===== src/verilog/dcal_pkg.sv =====
/*
 * Package for the inductor resistance calibration sequencer: register map,
 * field positions, reset values, timing and fixed-point formats.
 * Assumes a 25 MHz system clock and an AXI4-Lite register bus.
 */
package dcal_pkg;

    // ------------------------------------------------------------------
    // Register map (byte addresses)
    // ------------------------------------------------------------------
    localparam logic [7:0] PWM_MODE_CONFIG_ADDR   = 8'h00;
    localparam logic [7:0] COMM_LOGIC_STATUS_ADDR = 8'h04;
    localparam logic [7:0] CURRENT_SENSE_GAIN_ADDR = 8'h08;
    localparam logic [7:0] CAL_STATE_ADDR         = 8'h0c;

    localparam int CAL_START_BIT = 3;
    localparam int CML_FAIL_BIT  = 0;
    localparam int ADDR_LSB      = 2;
    localparam int ADDR_W        = 8;

    // ------------------------------------------------------------------
    // Data formats
    // ------------------------------------------------------------------
    // Currents in mA (16 bit), duty in units of 1/1024, gain in 1/256 steps.
    localparam int CUR_W   = 16;
    localparam int DUTY_W  = 10;
    localparam int GAIN_W  = 16;
    localparam int DUTY_FRAC = 10;

    localparam logic [15:0] GAIN_RESET    = 16'h0100;
    localparam logic [15:0] MIN_IIN_MA    = 16'h000a;
    // Three percent of 1024 is 30.72, rounded up to 31.
    localparam logic [9:0]  MIN_DUTY      = 10'h01f;
    localparam int          GAIN_TOL_PCT  = 30;
    localparam int          PCT_FULL      = 100;

    localparam int SETTLE_MS   = 160;
    localparam int CLK_HZ      = 25_000_000;
    localparam int SETTLE_CYC  = SETTLE_MS * (CLK_HZ / 1000);

    localparam logic [1:0] AXI_OKAY   = 2'b00;
    localparam logic [1:0] AXI_SLVERR = 2'b10;

    typedef enum {
        ST_IDLE,
        ST_SETTLE,
        ST_EVAL,
        ST_DIVIDE,
        ST_CHECK
    } dcal_state_type;

    typedef struct packed {
        logic [CUR_W-1:0]  iin_ma;
        logic [CUR_W-1:0]  iout_ma;
        logic [DUTY_W-1:0] duty;
    } dcal_tele_type;

endpackage


===== src/verilog/dcal_top.sv =====
/*
 * Inductor resistance auto-calibration sequencer with its AXI4-Lite slave.
 * Assumes telemetry inputs are synchronous to aclk and updated by the
 * device's own ADC path; the PWM enable is a level from the same clock.
 */
// Added by the designer: the AXI4-Lite interface to the registers and the address map.
`timescale 1ns/1ps

// How it works
// - Writing one to bit 3 of pwm_mode_config starts a calibration run.
// - PWM output must stay enabled through the whole run, or it fails.
// - Duty reading below three percent at evaluation fails the run.
// - Input current reading below 10 mA at evaluation fails the run.
// - New gain more than 30 percent away from the old gain fails the run.
// - On failure set comm_logic_status bit 0 and keep the old gain.
// - On success gain is scaled so iout times duty equals iin.
module dcal_top #(
    parameter int SETTLE_CYCLES = dcal_pkg::SETTLE_CYC
) (
    input  wire logic                       aclk,
    input  wire logic                       aresetn,
    input  wire logic [dcal_pkg::ADDR_W-1:0] s_axi_awaddr,
    input  wire logic                       s_axi_awvalid,
    output logic                            s_axi_awready,
    input  wire logic [31:0]                s_axi_wdata,
    input  wire logic [3:0]                 s_axi_wstrb,
    input  wire logic                       s_axi_wvalid,
    output logic                            s_axi_wready,
    output logic [1:0]                      s_axi_bresp,
    output logic                            s_axi_bvalid,
    input  wire logic                       s_axi_bready,
    input  wire logic [dcal_pkg::ADDR_W-1:0] s_axi_araddr,
    input  wire logic                       s_axi_arvalid,
    output logic                            s_axi_arready,
    output logic [31:0]                     s_axi_rdata,
    output logic [1:0]                      s_axi_rresp,
    output logic                            s_axi_rvalid,
    input  wire logic                       s_axi_rready,
    input  wire logic                       pwm_enabled,
    input  wire dcal_pkg::dcal_tele_type    telemetry,
    output logic [dcal_pkg::GAIN_W-1:0]     current_sense_gain,
    output logic                            cal_busy
);
    import dcal_pkg::*;

    // ------------------------------------------------------------------
    // Registers
    // ------------------------------------------------------------------
    localparam int CNT_W = $clog2(SETTLE_CYCLES + 1);
    localparam int NUM_W = CUR_W + DUTY_FRAC + GAIN_W;
    localparam int DIV_STEPS = NUM_W;
    // Eight extra bits so that gain times 130 percent cannot wrap.
    localparam int PROD_W = GAIN_W + 8;

    dcal_state_type          state_q;
    logic [CNT_W-1:0]        cnt_q;
    logic                    start_q;
    logic                    cml_fail_q;
    logic [GAIN_W-1:0]       gain_q;
    logic                    pwm_lost_q;
    logic [NUM_W-1:0]        num_q;
    logic [NUM_W-1:0]        quo_q;
    logic [NUM_W:0]          rem_q;
    logic [NUM_W-1:0]        den_q;
    logic [5:0]              step_q;
    logic                    aw_hold_q;
    logic                    w_hold_q;
    logic [ADDR_W-1:0]       awaddr_q;
    logic [31:0]             wdata_q;
    logic [3:0]              wstrb_q;
    logic                    bvalid_q;
    logic [1:0]              bresp_q;
    logic                    rvalid_q;
    logic [31:0]             rdata_q;
    logic [1:0]              rresp_q;

    logic                    wr_fire;
    logic                    start_write;
    logic                    cml_clear;
    logic                    run_done;
    logic                    run_fail;
    logic [NUM_W:0]          rem_shift;
    logic [PROD_W-1:0]       new_x100;
    logic [PROD_W-1:0]       lo_lim;
    logic [PROD_W-1:0]       hi_lim;

    assign current_sense_gain = gain_q;
    assign cal_busy           = (state_q != ST_IDLE);

    // ------------------------------------------------------------------
    // AXI4-Lite write path
    // ------------------------------------------------------------------
    // Address and data are latched independently; the response is issued
    // once both are held and the previous response has been taken.
    assign s_axi_awready = !aw_hold_q;
    assign s_axi_wready  = !w_hold_q;
    assign s_axi_bvalid  = bvalid_q;
    assign s_axi_bresp   = bresp_q;
    assign wr_fire       = aw_hold_q && w_hold_q && !bvalid_q;
    assign start_write   = wr_fire && (awaddr_q == PWM_MODE_CONFIG_ADDR) && wstrb_q[0]
                           && wdata_q[CAL_START_BIT];
    assign cml_clear     = wr_fire && (awaddr_q == COMM_LOGIC_STATUS_ADDR) && wstrb_q[0]
                           && wdata_q[CML_FAIL_BIT];

    always_ff @(posedge aclk) begin
        if (!aresetn) begin
            aw_hold_q <= 1'b0;
            awaddr_q  <= '0;
        end else if (s_axi_awvalid && !aw_hold_q) begin
            aw_hold_q <= 1'b1;
            awaddr_q  <= {s_axi_awaddr[ADDR_W-1:ADDR_LSB], 2'b00};
        end else if (wr_fire) begin
            aw_hold_q <= 1'b0;
        end
    end

    always_ff @(posedge aclk) begin
        if (!aresetn) begin
            w_hold_q <= 1'b0;
            wdata_q  <= '0;
            wstrb_q  <= '0;
        end else if (s_axi_wvalid && !w_hold_q) begin
            w_hold_q <= 1'b1;
            wdata_q  <= s_axi_wdata;
            wstrb_q  <= s_axi_wstrb;
        end else if (wr_fire) begin
            w_hold_q <= 1'b0;
        end
    end

    always_ff @(posedge aclk) begin
        if (!aresetn) begin
            bvalid_q <= 1'b0;
            bresp_q  <= AXI_OKAY;
        end else if (wr_fire) begin
            bvalid_q <= 1'b1;
            bresp_q  <= (awaddr_q > CAL_STATE_ADDR) ? AXI_SLVERR : AXI_OKAY;
        end else if (s_axi_bready) begin
            bvalid_q <= 1'b0;
        end
    end

    // ------------------------------------------------------------------
    // AXI4-Lite read path
    // ------------------------------------------------------------------
    assign s_axi_arready = !rvalid_q;
    assign s_axi_rvalid  = rvalid_q;
    assign s_axi_rdata   = rdata_q;
    assign s_axi_rresp   = rresp_q;

    always_ff @(posedge aclk) begin
        if (!aresetn) begin
            rvalid_q <= 1'b0;
            rdata_q  <= '0;
            rresp_q  <= AXI_OKAY;
        end else if (s_axi_arvalid && !rvalid_q) begin
            rvalid_q <= 1'b1;
            rresp_q  <= AXI_OKAY;
            rdata_q  <= '0;
            case ({s_axi_araddr[ADDR_W-1:ADDR_LSB], 2'b00})
                PWM_MODE_CONFIG_ADDR:    rdata_q[CAL_START_BIT] <= start_q;
                COMM_LOGIC_STATUS_ADDR:  rdata_q[CML_FAIL_BIT] <= cml_fail_q;
                CURRENT_SENSE_GAIN_ADDR: rdata_q[GAIN_W-1:0] <= gain_q;
                CAL_STATE_ADDR:          rdata_q[0] <= cal_busy;
                default:                 rresp_q <= AXI_SLVERR;
            endcase
        end else if (s_axi_rready) begin
            rvalid_q <= 1'b0;
        end
    end

    // ------------------------------------------------------------------
    // Gain register, start bit and failure flag
    // ------------------------------------------------------------------
    // Software may preload the gain only while no run is in progress, so a
    // run always compares against the gain it started from.
    always_ff @(posedge aclk) begin
        if (!aresetn) begin
            gain_q <= GAIN_RESET;
        end else if (state_q == ST_CHECK && !run_fail) begin
            gain_q <= quo_q[GAIN_W-1:0];
        end else if (wr_fire && awaddr_q == CURRENT_SENSE_GAIN_ADDR && !cal_busy) begin
            if (wstrb_q[0]) gain_q[7:0]  <= wdata_q[7:0];
            if (wstrb_q[1]) gain_q[15:8] <= wdata_q[15:8];
        end
    end

    assign run_done = (state_q == ST_CHECK);

    always_ff @(posedge aclk) begin
        if (!aresetn) begin
            start_q <= 1'b0;
        end else if (run_done) begin
            start_q <= 1'b0;
        end else if (start_write) begin
            start_q <= 1'b1;
        end
    end

    // A failure in the same cycle as a software clear wins over the clear.
    always_ff @(posedge aclk) begin
        if (!aresetn) begin
            cml_fail_q <= 1'b0;
        end else if (run_done && run_fail) begin
            cml_fail_q <= 1'b1;
        end else if (cml_clear) begin
            cml_fail_q <= 1'b0;
        end
    end

    // ------------------------------------------------------------------
    // Sequencer
    // ------------------------------------------------------------------
    // Settling wait gives the host's steady operating point time to reach
    // the telemetry before it is sampled.
    always_ff @(posedge aclk) begin
        if (!aresetn) begin
            state_q    <= ST_IDLE;
            cnt_q      <= '0;
            pwm_lost_q <= 1'b0;
        end else begin
            case (state_q)
                ST_IDLE: begin
                    pwm_lost_q <= 1'b0;
                    cnt_q      <= '0;
                    if (start_q && !run_done) begin
                        state_q <= ST_SETTLE;
                    end
                end
                ST_SETTLE: begin
                    if (!pwm_enabled) pwm_lost_q <= 1'b1;
                    if (cnt_q == CNT_W'(SETTLE_CYCLES - 1)) begin
                        state_q <= ST_EVAL;
                    end else begin
                        cnt_q <= cnt_q + 1'b1;
                    end
                end
                ST_EVAL: begin
                    if (!pwm_enabled) pwm_lost_q <= 1'b1;
                    state_q <= ST_DIVIDE;
                end
                ST_DIVIDE: begin
                    if (!pwm_enabled) pwm_lost_q <= 1'b1;
                    if (step_q == 6'(DIV_STEPS)) state_q <= ST_CHECK;
                end
                ST_CHECK: state_q <= ST_IDLE;
                default:  state_q <= ST_IDLE;
            endcase
        end
    end

    // ------------------------------------------------------------------
    // Gain computation: new = old * iin / (iout * duty)
    // ------------------------------------------------------------------
    // A restoring divider is used instead of a wide combinational divide;
    // it costs one cycle per quotient bit, negligible against the settle.
    assign rem_shift = {rem_q[NUM_W-1:0], num_q[NUM_W-1]};

    always_ff @(posedge aclk) begin
        if (!aresetn) begin
            num_q  <= '0;
            den_q  <= '0;
            quo_q  <= '0;
            rem_q  <= '0;
            step_q <= '0;
        end else if (state_q == ST_EVAL) begin
            num_q  <= NUM_W'({telemetry.iin_ma, {DUTY_FRAC{1'b0}}}) * NUM_W'(gain_q);
            den_q  <= NUM_W'(telemetry.iout_ma) * NUM_W'(telemetry.duty);
            quo_q  <= '0;
            rem_q  <= '0;
            step_q <= '0;
        end else if (state_q == ST_DIVIDE && step_q != 6'(DIV_STEPS)) begin
            num_q  <= {num_q[NUM_W-2:0], 1'b0};
            step_q <= step_q + 1'b1;
            if (rem_shift >= {1'b0, den_q}) begin
                rem_q <= rem_shift - {1'b0, den_q};
                quo_q <= {quo_q[NUM_W-2:0], 1'b1};
            end else begin
                rem_q <= rem_shift;
                quo_q <= {quo_q[NUM_W-2:0], 1'b0};
            end
        end
    end

    logic eval_bad_q;

    always_ff @(posedge aclk) begin
        if (!aresetn) begin
            eval_bad_q <= 1'b0;
        end else if (state_q == ST_EVAL) begin
            eval_bad_q <= (telemetry.duty < MIN_DUTY)
                        || (telemetry.iin_ma < MIN_IIN_MA)
                        || (telemetry.iout_ma == '0);
        end
    end

    assign new_x100 = (quo_q[NUM_W-1:GAIN_W] != '0) ? '1
                    : PROD_W'(quo_q[GAIN_W-1:0]) * PROD_W'(PCT_FULL);
    assign lo_lim   = PROD_W'(gain_q) * PROD_W'(PCT_FULL - GAIN_TOL_PCT);
    assign hi_lim   = PROD_W'(gain_q) * PROD_W'(PCT_FULL + GAIN_TOL_PCT);
    assign run_fail = pwm_lost_q || !pwm_enabled || eval_bad_q
                    || (new_x100 < lo_lim) || (new_x100 > hi_lim);

endmodule


===== config.mk =====
export PLATFORM = sky130hd
export DESIGN_NAME = dcal_top
export DESIGN_NICKNAME = d
export VERILOG_FILES = /design/src/verilog/dcal_pkg.sv /design/src/verilog/dcal_top.sv
export SDC_FILE = /design/constraint.sdc
export NUM_CORES = 2
export LEC_CHECK = 0
export BUFFER_PORTS_ARGS = -buffer_cell sky130_fd_sc_hd__buf_2
export CAP_MARGIN = 20
export CORE_ASPECT_RATIO = 1.5
export CORE_UTILIZATION = 60
export DETAILED_ROUTE_END_ITERATION = 6
export GPL_TIMING_DRIVEN = 1
export HOLD_SLACK_MARGIN = 0.08
export PLACE_DENSITY = 0.79
export SYNTH_ARGS = -nofsm -noshare
export SYNTH_HDL_FRONTEND = slang
export SYNTH_SLANG_ARGS = --single-unit

===== constraint.sdc =====
create_clock -name aclk -period 20.6 [get_ports aclk]
set_input_delay 4.12 -clock aclk [delete_from_list [all_inputs] [get_ports aclk]]
set_output_delay 4.12 -clock aclk [all_outputs]
set_load 0.01 [all_outputs]

==> out/metrics.cfg <==
[logic_synthesis]
synth.distinct_cells = 89
ys_seq_elements = 239
synth_top_area_share_pct = 22.31
ys_warn_count = 0
syn_area_um2 = 29530
yosysMostFrequentCell = nand2_1
ys_seq_area_share_pct = 16.20
synth_top_cells_by_count = nand2_1 (540), inv_1 (529), ha_1 (357)
synth.area.top_cells = fa_1 (22%), dfxtp_1 (16%), ha_1 (15%)
synth_edf_count = 0
netlist_instances = 3576
synth_top_area_cell = fa_1
syn-mean-instance-area_um2 = 8.257
ys.flop_type = dfxtp_1
ys_async_sr_fraction_pct = 0

[worst_setup_path]
cp-start-kind = primary input
cp.arrival_ns = 10.39
cp.required_ns = 21.00
cp-end-kind = flip-flop
path_class = primary input to flip-flop
crit_fanout = 17

[job]
max_cap_viol_count = 0

[power]
peakVddDrop_mv = 0.1358
leakage_nw = 15.44
p_per_area_nw_per_um2 = 77.45
power_mw = 2.424

[layout]
diodes = 0
stdcell_count = 4259
final_cell_area_um2 = 31300
nets = 4372
drive_gt1_share_pct = 6.550
synthToLayoutAreaGrowth_pct = 6.000

[drt]
routed_wl_um = 69220
detail_route.drc_violations = 0
drtAntennaViolNets = 0
first_pass_iters = 5
viasPerCell = 5.641
wl_per_cell_um = 16.25
drtIter0Drc = 1320
num_vias = 24030

[floorplan]
rows = 99
die_h_um = 273.7
ios = 160
die_area_um2 = 50120
coreArea_um2 = 48560
start_util_pct = 60.81
die_width_um = 183.1

[place]
dp.cells = 4213
numPortBuffers = 119
dp_hpwl_um = 52550
dpl_cell_area_um2 = 30420
gp_congestion = 0.8827

[sta]
finalMaxSlewViolations = 0
fin_skew_ns = 0.02143
worst_slew_pin_slew_ns = 1.065
slew_headroom_pct = 28.88
rsz0062_at_grt = false
min_period_over_period_pct = 48.50
fin_crit_ns = 9.990
fin_setup_tns_ns = 0
max_freq_mhz = 100.1
setup_viol = 0
hold_violations = 0

[clock_network]
postCtsSetupBuffers = 0
cts_root_buf = clkbuf_16
cts_hold_buf = 0
cts-resized-gates = 0
cts_tree = yes
clock_latency_ns = 0.55
cts_max_level = 1
cts_sinks = 239
clock_path_buffers = 3
cts.clk_slew.worst_paths_ns = 0.06
cts_buffers = 25

[grt]
antenna_found_initial = 0
first_global_vias = 24320
grt_max_degree = 87
grt_pass1_wl_um = 115400
gr-total-overflow = 0
track_usage_pct = 28.25

[status]
status = finished clean

[hold_path]
hold_class = flip-flop to flip-flop

==> state kept, by name, summed over array words and instances, names as in the netlist <==
signal	count
aw_hold_q	1
awaddr_q	6
cml_fail_q	1
cnt_q	22
current_sense_gain	16
den_q	26
eval_bad_q	1
num_q	32
pwm_lost_q	1
quo_q	42
rem_q	42
s_axi_bresp	1
s_axi_bvalid	1
s_axi_rdata	16
s_axi_rresp	1
s_axi_rvalid	1
start_q	1
state_q	3
step_q	6
w_hold_q	1
wdata_q	16
wstrb_q	2
==> worst max-delay path: stages <==
cell and delay, ns:
buf_2 0.35, nand2_1 0.14, fa_1 0.51, fa_1 0.55, inv_1 0.06, fa_1 0.52
fa_1 0.55, fa_1 0.57, inv_1 0.07, fa_1 0.54, inv_1 0.05, ha_1 0.36
a21o_1 0.18, a211o_1 0.30, a211o_1 0.27, a21oi_1 0.24, nor2_1 0.15, o21a_1 0.19
o21ai_0 0.24, a21oi_1 0.13, xnor2_1 0.18, a21oi_1 0.09
==> cell families after synthesis <==
family	synth area share (%)
AOI/OAI and AO/OA	12.93
and+or+nand+nor	18.43
buffers and inverters	9.437
adders and majority gates	37.50
muxes	1.356
DFF	16.20
other	0.01270
xor gates and xnor gates	4.123
==> placed cells by master, fill, tap and decap left out, types with 22 or more instances in the layout <==
master and n:
o21ai_0 105, a311oi_1 22, and2_1 191, xnor2_1 69, a21oi_1 218, nand2_1 538, a211oi_1 37, a31oi_1 24
buf_4 24, ha_1 357, fa_1 329, dfxtp_1 239, nor2_1 188, inv_1 529, nand3_1 50, clkbuf_16 25
or3_1 28, xor2_1 70, buf_2 119, mux2i_1 31, o21a_1 25, a21o_1 48, nor3_1 30
==> metal layers <==
metal / vias up / GRT usage [%] / wire length, µm
met5: - / 0 / 0
met4: 0 / 11.73 / 2758
met3: 163 / 2.781 / 2906
met2: 561 / 53.44 / 36770
met1: 11720 / 32.01 / 26790
li1: 11590 / - / -
==> final cells by class <==
class	count	area (µm²)
sequential	239	4785
clock inverter	16	221.5
tap	656	820.8
inverter	531	1997
timing repair buffer	143	775.7
multi-input combinational	2644	22040
fill	4233	17260
clock buffer	30	654.4
==> through the flow <==
stage | setup WS (ns) | hold WS (ns) | util, %
2_1_floorplan | 10.70 | 0.4319 | -
3_3_place_gp | 10.13 | 0.4389 | 62.65
3_5_place_dp | 10.09 | 0.4449 | 62.65
4_1_cts | 10.63 | 0.4509 | 64.46
5_1_grt | 10.25 | 0.4708 | 64.46
6_report | 10.61 | 0.4487 | 64.46
==> power by group <==
group | internal [mW] | switching, mW | total (mW) | leakage [nW]
combinational | 0.588 | 0.838 | 1.43 | 13.1
clock | 0.291 | 0.195 | 0.485 | 0.428
sequential | 0.493 | 0.0197 | 0.513 | 1.93
==> worst paths after layout <==
| check | end | slack (ns) | depth (start not counted) | from |
|---|---|---|---|---|
| max | num_q[34] | 10.61 | 22 | telemetry[27] |
| min | den_q[22] | 0.45 | 2 | den_q[22] |
| max reg2reg | current_sense_gain[15] | 13.62 | 22 | quo_q[3] |
| min reg2reg | den_q[22] | 0.45 | 2 | den_q[22] |
Power figures use the tool's default switching activity.
